==> src/hic_pkg.sv <==
// Shared offsets, field layouts and reset values of the hub identity bank
package hic_pkg;
    // Byte offsets of the bank
    localparam logic [7:0] PRODUCT_ID_HIGH_OFS = 8'h03;
    localparam logic [7:0] RELEASE_NUMBER_LOW_OFS = 8'h04;
    localparam logic [7:0] RELEASE_NUMBER_HIGH_OFS = 8'h05;
    localparam logic [7:0] HUB_CONFIG_BYTE_ONE_OFS = 8'h06;
    localparam logic [7:0] HUB_CONFIG_BYTE_TWO_OFS = 8'h07;
    // Reset values
    localparam logic [7:0] PRODUCT_ID_HIGH_RST = 8'h00;
    localparam logic [7:0] RELEASE_NUMBER_LOW_RST = 8'h00;
    localparam logic [7:0] RELEASE_NUMBER_HIGH_RST = 8'h00;
    localparam logic [7:0] HUB_CONFIG_BYTE_ONE_RST = 8'h00;
    localparam logic [7:0] HUB_CONFIG_BYTE_TWO_RST = 8'h00;
    // Answer for an unmapped offset
    localparam logic [7:0] UNMAPPED_READ = 8'h00;
    // Field positions of the first configuration byte
    localparam int CFG1_POWER_SOURCE_BIT = 7;
    localparam int CFG1_RESERVED_BIT = 6;
    localparam int CFG1_HS_INHIBIT_BIT = 5;
    // Field positions of the second configuration byte
    localparam int CFG2_DYNAMIC_BIT = 7;
    localparam int CFG2_RESERVED_BIT = 6;
    // Largest decimal digit in a nibble
    localparam logic [3:0] BCD_MAX_DIGIT = 4'h9;

    // First configuration byte, MSB first
    typedef struct packed {
        logic powerSourceSelect;
        logic reserved;
        logic highSpeedInhibit;
        logic [4:0] otherBits;
    } hic_cfg1_s;

    // Second configuration byte, MSB first
    typedef struct packed {
        logic dynamicPower;
        logic reserved;
        logic [5:0] otherBits;
    } hic_cfg2_s;

    // One byte access from the serial engine or the loader
    typedef struct packed {
        logic [7:0] addr;
        logic [7:0] data;
    } hic_access_s;
endpackage

==> src/hic_sync.sv <==
// Two flip-flop level synchroniser for a pin input
module hic_sync (
    input wire logic mclk,
    input wire logic sys_rst,
    input wire logic pinIn,
    output logic levelOut
);
    logic stageOne; // First stage, read only by the second

    // Resolve metastability before any logic looks at the pin
    always_ff @(posedge mclk or posedge sys_rst) begin
        if (sys_rst) begin
            stageOne <= 1'b0;
            levelOut <= 1'b0;
        end else begin
            stageOne <= pinIn;
            levelOut <= stageOne;
        end
    end
endmodule // hic_sync

==> src/hic_regs.sv <==
// Hub identity and attach configuration byte registers
//
// Contract
// - Product identifier upper byte held at 03h
// - Release number treated as BCD digits
// - Release low byte 04h, high 05h
// - Loaded by serial host or configuration memory
// - Power select: 0 bus, 1 self powered
// - Dynamic switching uses supply pin instead
// - High speed inhibit forces full speed attach
// - Reserved configuration bit always reads zero
// - First configuration byte resets to 00h
// - Dynamic switching enabled by byte two bit7
module hic_regs #(
    // Low product byte lives in the neighbouring bank; plain default here
    parameter logic [7:0] PRODUCT_ID_LOW = 8'h00
) (
    input wire logic mclk,
    input wire logic sys_rst,
    input wire logic hostWrite,
    input wire logic hostRead,
    input wire hic_pkg::hic_access_s hostAccess,
    input wire logic loadWrite,
    input wire hic_pkg::hic_access_s loadAccess,
    input wire logic localSupplyPresent,
    output logic [7:0] hostRdData,
    output logic hostRdValid,
    output logic [15:0] productIdBits,
    output logic [15:0] releaseNumber,
    output logic releaseIsBcd,
    output logic selfPowered,
    output logic fullSpeedOnly,
    output logic powerSourceChange
);
    // Reserved bit masks, cleared on every write so they read back zero
    localparam logic [7:0] CFG1_RSV_MASK =
        8'h01 << hic_pkg::CFG1_RESERVED_BIT;
    localparam logic [7:0] CFG2_RSV_MASK =
        8'h01 << hic_pkg::CFG2_RESERVED_BIT;

    // Stored bytes of the bank
    logic [7:0] productIdHigh; // Upper product identifier byte
    logic [7:0] releaseLow; // Release number, two low digits
    logic [7:0] releaseHigh; // Release number, two high digits
    hic_pkg::hic_cfg1_s cfg1Reg; // First configuration byte
    hic_pkg::hic_cfg2_s cfg2Reg; // Second configuration byte

    // Write path
    logic wrEn; // Some writer is active this cycle
    hic_pkg::hic_access_s wrAccess; // Access that wins this cycle
    logic hitPidHigh; // Write aimed at the product byte
    logic hitRelLow; // Write aimed at the low release byte
    logic hitRelHigh; // Write aimed at the high release byte
    logic hitCfg1; // Write aimed at the first configuration byte
    logic hitCfg2; // Write aimed at the second configuration byte
    hic_pkg::hic_cfg1_s cfg1WrData; // Write data with reserved bit cleared
    hic_pkg::hic_cfg2_s cfg2WrData; // Write data with reserved bit cleared

    // Read path
    logic rdPidHigh; // Read of the product byte
    logic rdRelLow; // Read of the low release byte
    logic rdRelHigh; // Read of the high release byte
    logic rdCfg1; // Read of the first configuration byte
    logic rdCfg2; // Read of the second configuration byte
    logic [7:0] readByte; // Selected byte for the host

    // Attach status
    logic supplyLevel; // Supply pin after two flip-flops
    logic next_selfPowered; // Power source the hub should report
    logic next_releaseIsBcd; // All four release digits are decimal

    // Offset match, shared by the write and read decoders
    function automatic logic addrIs(
        logic [7:0] addr,
        logic [7:0] ofs
    );
        return addr == ofs;
    endfunction

    // One nibble holds a decimal digit
    function automatic logic bcdDigitOk(logic [3:0] digit);
        return digit <= hic_pkg::BCD_MAX_DIGIT;
    endfunction

    // Host access wins over the memory loader in a shared cycle;
    // the loader only runs at start-up, so the loss is harmless
    assign wrEn = hostWrite | loadWrite;
    assign wrAccess = hostWrite ? hostAccess : loadAccess;

    // Write decode
    assign hitPidHigh = wrEn &&
        addrIs(wrAccess.addr, hic_pkg::PRODUCT_ID_HIGH_OFS);
    assign hitRelLow = wrEn &&
        addrIs(wrAccess.addr, hic_pkg::RELEASE_NUMBER_LOW_OFS);
    assign hitRelHigh = wrEn &&
        addrIs(wrAccess.addr, hic_pkg::RELEASE_NUMBER_HIGH_OFS);
    assign hitCfg1 = wrEn &&
        addrIs(wrAccess.addr, hic_pkg::HUB_CONFIG_BYTE_ONE_OFS);
    assign hitCfg2 = wrEn &&
        addrIs(wrAccess.addr, hic_pkg::HUB_CONFIG_BYTE_TWO_OFS);

    // Reserved bits are never stored
    assign cfg1WrData = hic_pkg::hic_cfg1_s'(wrAccess.data & ~CFG1_RSV_MASK);
    assign cfg2WrData = hic_pkg::hic_cfg2_s'(wrAccess.data & ~CFG2_RSV_MASK);

    // Read decode
    assign rdPidHigh = addrIs(hostAccess.addr, hic_pkg::PRODUCT_ID_HIGH_OFS);
    assign rdRelLow =
        addrIs(hostAccess.addr, hic_pkg::RELEASE_NUMBER_LOW_OFS);
    assign rdRelHigh =
        addrIs(hostAccess.addr, hic_pkg::RELEASE_NUMBER_HIGH_OFS);
    assign rdCfg1 =
        addrIs(hostAccess.addr, hic_pkg::HUB_CONFIG_BYTE_ONE_OFS);
    assign rdCfg2 =
        addrIs(hostAccess.addr, hic_pkg::HUB_CONFIG_BYTE_TWO_OFS);

    // Read selection; unmapped offsets answer a fixed byte
    assign readByte =
        rdPidHigh ? productIdHigh :
        rdRelLow ? releaseLow :
        rdRelHigh ? releaseHigh :
        rdCfg1 ? cfg1Reg :
        rdCfg2 ? cfg2Reg :
        hic_pkg::UNMAPPED_READ;

    // Supply pin is asynchronous to mclk
    hic_sync i_hic_sync (
        .mclk(mclk),
        .sys_rst(sys_rst),
        .pinIn(localSupplyPresent),
        .levelOut(supplyLevel)
    );

    // Dynamic switching overrides the select bit with the pin
    assign next_selfPowered = cfg2Reg.dynamicPower ?
        supplyLevel :
        cfg1Reg.powerSourceSelect;

    // Release number check, digit by digit
    assign next_releaseIsBcd = bcdDigitOk(releaseLow[3:0]) &&
        bcdDigitOk(releaseLow[7:4]) &&
        bcdDigitOk(releaseHigh[3:0]) &&
        bcdDigitOk(releaseHigh[7:4]);

    // Product identifier upper byte
    always_ff @(posedge mclk or posedge sys_rst) begin
        if (sys_rst) begin
            productIdHigh <= hic_pkg::PRODUCT_ID_HIGH_RST;
        end else if (hitPidHigh) begin
            productIdHigh <= wrAccess.data;
        end
    end

    // Release number low byte
    always_ff @(posedge mclk or posedge sys_rst) begin
        if (sys_rst) begin
            releaseLow <= hic_pkg::RELEASE_NUMBER_LOW_RST;
        end else if (hitRelLow) begin
            releaseLow <= wrAccess.data;
        end
    end

    // Release number high byte
    always_ff @(posedge mclk or posedge sys_rst) begin
        if (sys_rst) begin
            releaseHigh <= hic_pkg::RELEASE_NUMBER_HIGH_RST;
        end else if (hitRelHigh) begin
            releaseHigh <= wrAccess.data;
        end
    end

    // First configuration byte
    always_ff @(posedge mclk or posedge sys_rst) begin
        if (sys_rst) begin
            cfg1Reg <= hic_pkg::HUB_CONFIG_BYTE_ONE_RST;
        end else if (hitCfg1) begin
            cfg1Reg <= cfg1WrData;
        end
    end

    // Second configuration byte, kept for the dynamic bit
    always_ff @(posedge mclk or posedge sys_rst) begin
        if (sys_rst) begin
            cfg2Reg <= hic_pkg::HUB_CONFIG_BYTE_TWO_RST;
        end else if (hitCfg2) begin
            cfg2Reg <= cfg2WrData;
        end
    end

    // Read answer, one cycle after the request; data holds until next read
    always_ff @(posedge mclk or posedge sys_rst) begin
        if (sys_rst) begin
            hostRdValid <= 1'b0;
            hostRdData <= 8'h00;
        end else begin
            hostRdValid <= hostRead;
            if (hostRead) begin
                hostRdData <= readByte;
            end
        end
    end

    // Identity outputs, registered so they leave straight from flops
    always_ff @(posedge mclk or posedge sys_rst) begin
        if (sys_rst) begin
            productIdBits <= 16'h0000;
            releaseNumber <= 16'h0000;
            releaseIsBcd <= 1'b1; // Zero release is valid decimal
        end else begin
            productIdBits <= {productIdHigh, PRODUCT_ID_LOW};
            releaseNumber <= {releaseHigh, releaseLow};
            releaseIsBcd <= next_releaseIsBcd;
        end
    end

    // Attach outputs; the change pulse lets the port logic re-attach
    always_ff @(posedge mclk or posedge sys_rst) begin
        if (sys_rst) begin
            selfPowered <= 1'b0;
            fullSpeedOnly <= 1'b0;
            powerSourceChange <= 1'b0;
        end else begin
            selfPowered <= next_selfPowered;
            fullSpeedOnly <= cfg1Reg.highSpeedInhibit;
            powerSourceChange <= next_selfPowered != selfPowered;
        end
    end
endmodule // hic_regs

==> config.mk <==
export PLATFORM = sky130hd
export DESIGN_NAME = hic_regs
export DESIGN_NICKNAME = d
export VERILOG_FILES = /design/src/hic_pkg.sv /design/src/hic_sync.sv /design/src/hic_regs.sv
export SDC_FILE = /design/constraint.sdc
export NUM_CORES = 1
export LEC_CHECK = 0
export BUFFER_PORTS_ARGS = -buffer_cell sky130_fd_sc_hd__clkbuf_2
export CORE_MARGIN = 2
export CORE_UTILIZATION = 45
export CTS_CLUSTER_SIZE = 25
export DETAILED_ROUTE_END_ITERATION = 12
export HOLD_SLACK_MARGIN = 0.08
export PLACE_DENSITY = 0.7
export SLEW_MARGIN = 25
export SYNTH_ARGS = -nofsm -noshare
export SYNTH_HDL_FRONTEND = slang
export SYNTH_HIERARCHICAL = 1
export SYNTH_SLANG_ARGS = --single-unit
==> constraint.sdc <==
create_clock -name mclk -period 3.2 [get_ports mclk]
set_input_delay 0.64 -clock mclk [delete_from_list [all_inputs] [get_ports mclk]]
set_output_delay 0.64 -clock mclk [all_outputs]
set_load 0.005 [all_outputs]
==> reports/qor.csv <==
metric,value,unit
status,completed,
I/O pin total,83,
DRT Pass-1 Iters,4,
first-pass GRT wire length,10430,µm
simple-gate share of the synthesized area,9.247,%
Wirelength per Cell,16.46,µm
final slew viol count,0,
worst r2r path cells,4,
min Tclk post-route,2225,ps
reg2reg end,hostRdData[7]$_DFFE_PP0P_,
worst vdd ir,0.2608,mV
total CTS buffers,9,
largest area contributor in the netlist,dfrtp_1,
CTS tree,done,
most common library cells after synthesis,"76 x dfrtp_1, 55 x mux2_2, 14 x nand3_1, 8 x a31oi_1, 8 x buf_4",
Initial Utilization,46.94,%
sequential-to-total area share from yosys stat,60.12,%
ys async rst share,100.0,%
final setup TNS,0,ps
CTS clock-pin slew for the worst setup and hold paths,70,ps
Worst R2R Start,cfg2Reg[7]$_DFFE_PP0P_,
main combinational cell family by area after synthesis,multiplexers,
startpoint types,primary input,
Final GP Congestion,0.7857,
number of flops mapped to enable cells by yosys,0,
GRT Overall Usage,18.31,%
Remaining DRCs,0,
final setup fails,0,
Synth Register Bits,77,
worst-path maximum fanout,8,
clock latency at the later pin of the worst-skew pair,350,ps
MaxCap Viol Count,0,
pwr dens,522.4,nW/µm²
CP bufs+invs,1,
largest net degree at the start of global routing,43,
Leak,1.943,nW
Slew @ Worst Pin,912.1,ps
Fmax achieved,449.4,MHz
adder-cell share of the synthesized area,0,%
RSZ-0062 raised after global routing,no,
Synth Flop Type,dfrtp_1,
post-DP HPWL,5036,µm
hold_buf cts,0,
Final Skew,9.992,ps
endpoint class of the critical path,flip-flop,
setup bufs post-CTS,0,
R2R Setup Slk,1980,ps
Critical Path RT,3430,ps
CTS max path bufs,2,
filler instances,591,
largest stage delay on the critical path,620,ps
mux cell area share after synthesis,19.94,%
"Cell Chain, Critical Path",clkbuf_2 -> nor4b_1 -> a22oi_2 -> nor4_4 -> mux2_2,
Yosys cell types,35,
top post-synthesis cells by area,"dfrtp_1 59%, mux2_2 19%, nand3_1 2.2%, a22o_1 1.9%, buf_4 1.9%",
CP top delay family,simple AND/OR/NAND/NOR gates,
Synth Cell Area,3207,µm²
vias,2126,
Sink Count,77,
final wirelength,6799,µm
grt total ovfl,0,
slowest CP cell,nor4_4,
synthesized instance count,230,
width of the die,88.42,µm
Vias/cell,5.148,
Rel. slew slack,39.06,%
synth warn,6,
area share of the largest cell type after synthesis,59.31,%
Die Y,88.42,µm
Area Overhead vs Synth,20.64,%
die area,7817,µm²
Synth Area per Inst,13.94,µm²
most frequent cell after synthesis,dfrtp_1,
row cnt,30,
Tcrit/Tclk final,69.53,%
# port buffers,74,
initial antenna violation count,0,
Clock Tree Root,clkbuf_8,
initial drt markers,83,
CTS-repair resized insts,0,
share of cells above drive strength 1,50.47,%
Final nets,350,
Hold/Removal Path Class,in2async,
pre-CTS WS,630.4,ps
crit path DAT,2460,ps
vias in the first global route,1991,
Crit Path Class,in2reg,
final worst slack,974.9,ps
Hold Fails Final Rpt,0,
H-Tree Level Count,3,
Post-Synth XOR/XNOR Area,0.2731,%
Synth Area in Compound Gates,6.633,%
antenna cells,0,
Core Box Area,6832,µm²
antenna-violating nets left,0,
metrics by stage:
step | cells | hold WS (ps) | area [µm²] | power, mW | utilization, %
4_1_cts | 413 | 120.7 | 3869 | 2.038 | 56.63
3_3_place_gp | 397 | 334.4 | 3677 | 1.331 | 53.83
3_5_place_dp | 397 | 345.2 | 3677 | 1.338 | 53.83
6_report | 413 | 131.1 | 3869 | 2.021 | 56.63
2_1_floorplan | 237 | 331.2 | 3233 | 1.238 | -
5_1_grt | 413 | 128.1 | 3869 | 2.113 | 56.63
registers in the layout, indices dropped and copies added (netlist names):
signal,cells
powerSourceChange,1
i_hic_sync/stageOne,1
hostRdData,8
selfPowered,1
cfg1Reg,7
releaseLow,8
releaseHigh,8
releaseIsBcd,1
hostRdValid,1
cfg2Reg,7
releaseNumber,16
fullSpeedOnly,1
i_hic_sync/levelOut,1
productIdHigh,8
productIdBits,8
logic make-up after synthesis:
group | after synthesis
AOI/OAI and AO/OA | 31
xor gates and xnor gates | 1
buffers and inverters | 21
DFF | 77
muxes | 57
other | 1
and+or+nand+nor | 42
layer usage:
metal	track usage (%)	share of wire [%]
met1	23.35	45
met2	29.67	49
met3	4.664	3.9
met4	8.127	2.3
met5	0	0
layout by cell type (no fill, tap or decap), types with 2 or more instances in the layout:
| cell type | n |
|---|---|
| nor4_4 | 2 |
| nor2b_1 | 2 |
| a22o_1 | 7 |
| o21ai_0 | 4 |
| mux2_2 | 55 |
| nand3_1 | 14 |
| a21oi_1 | 3 |
| a31oi_1 | 8 |
| conb_1 | 8 |
| clkinvlp_4 | 2 |
| clkbuf_8 | 9 |
| nand2_1 | 2 |
| dfrtp_1 | 76 |
| o22ai_1 | 7 |
| nand2b_1 | 7 |
| clkinv_2 | 2 |
| buf_4 | 8 |
| inv_1 | 2 |
| clkbuf_2 | 74 |
| nor2_1 | 3 |
| nor3b_1 | 2 |
| nor3_2 | 2 |
| mux2i_1 | 2 |
power by group:
group,switching [mW],internal [mW],total [mW]
clock network,0.347,0.359,0.705
logic,0.112,0.112,0.224
registers,0.0419,1.05,1.09
total,0.501,1.52,2.02
worst reg2reg max path, stage by stage, from the launching register on:
cell	delay [ps]
dfrtp_1	400
mux2_2	280
a22o_1	240
nand3_1	100
a31oi_1	80
how the worst max path moves through the flow:
stage | cells past startpoint | to | startpoint
floorplan | 1 | cfg1Reg[0]$_DFFE_PP0P_ | sys_rst
global placement | 5 | releaseLow[2]$_DFFE_PP0P_ | hostWrite
detailed placement | 5 | releaseHigh[1]$_DFFE_PP0P_ | hostWrite
CTS | 5 | releaseHigh[1]$_DFFE_PP0P_ | hostWrite
global route | 5 | releaseHigh[4]$_DFFE_PP0P_ | hostWrite
finish | 5 | releaseHigh[1]$_DFFE_PP0P_ | hostWrite
layout make-up:
type	count	area, µm²	area share (%)
sequential	77	1928	49.84
multi-input combinational	139	1187	30.69
timing repair buffer	82	430.4	11.13
clock buffer	10	127.6	3.299
tap	96	120.1	3.105
clock inverter	6	63.81	1.649
inverter	3	11.26	0.2911
Note: power is estimated with default switching activity, not from simulation.
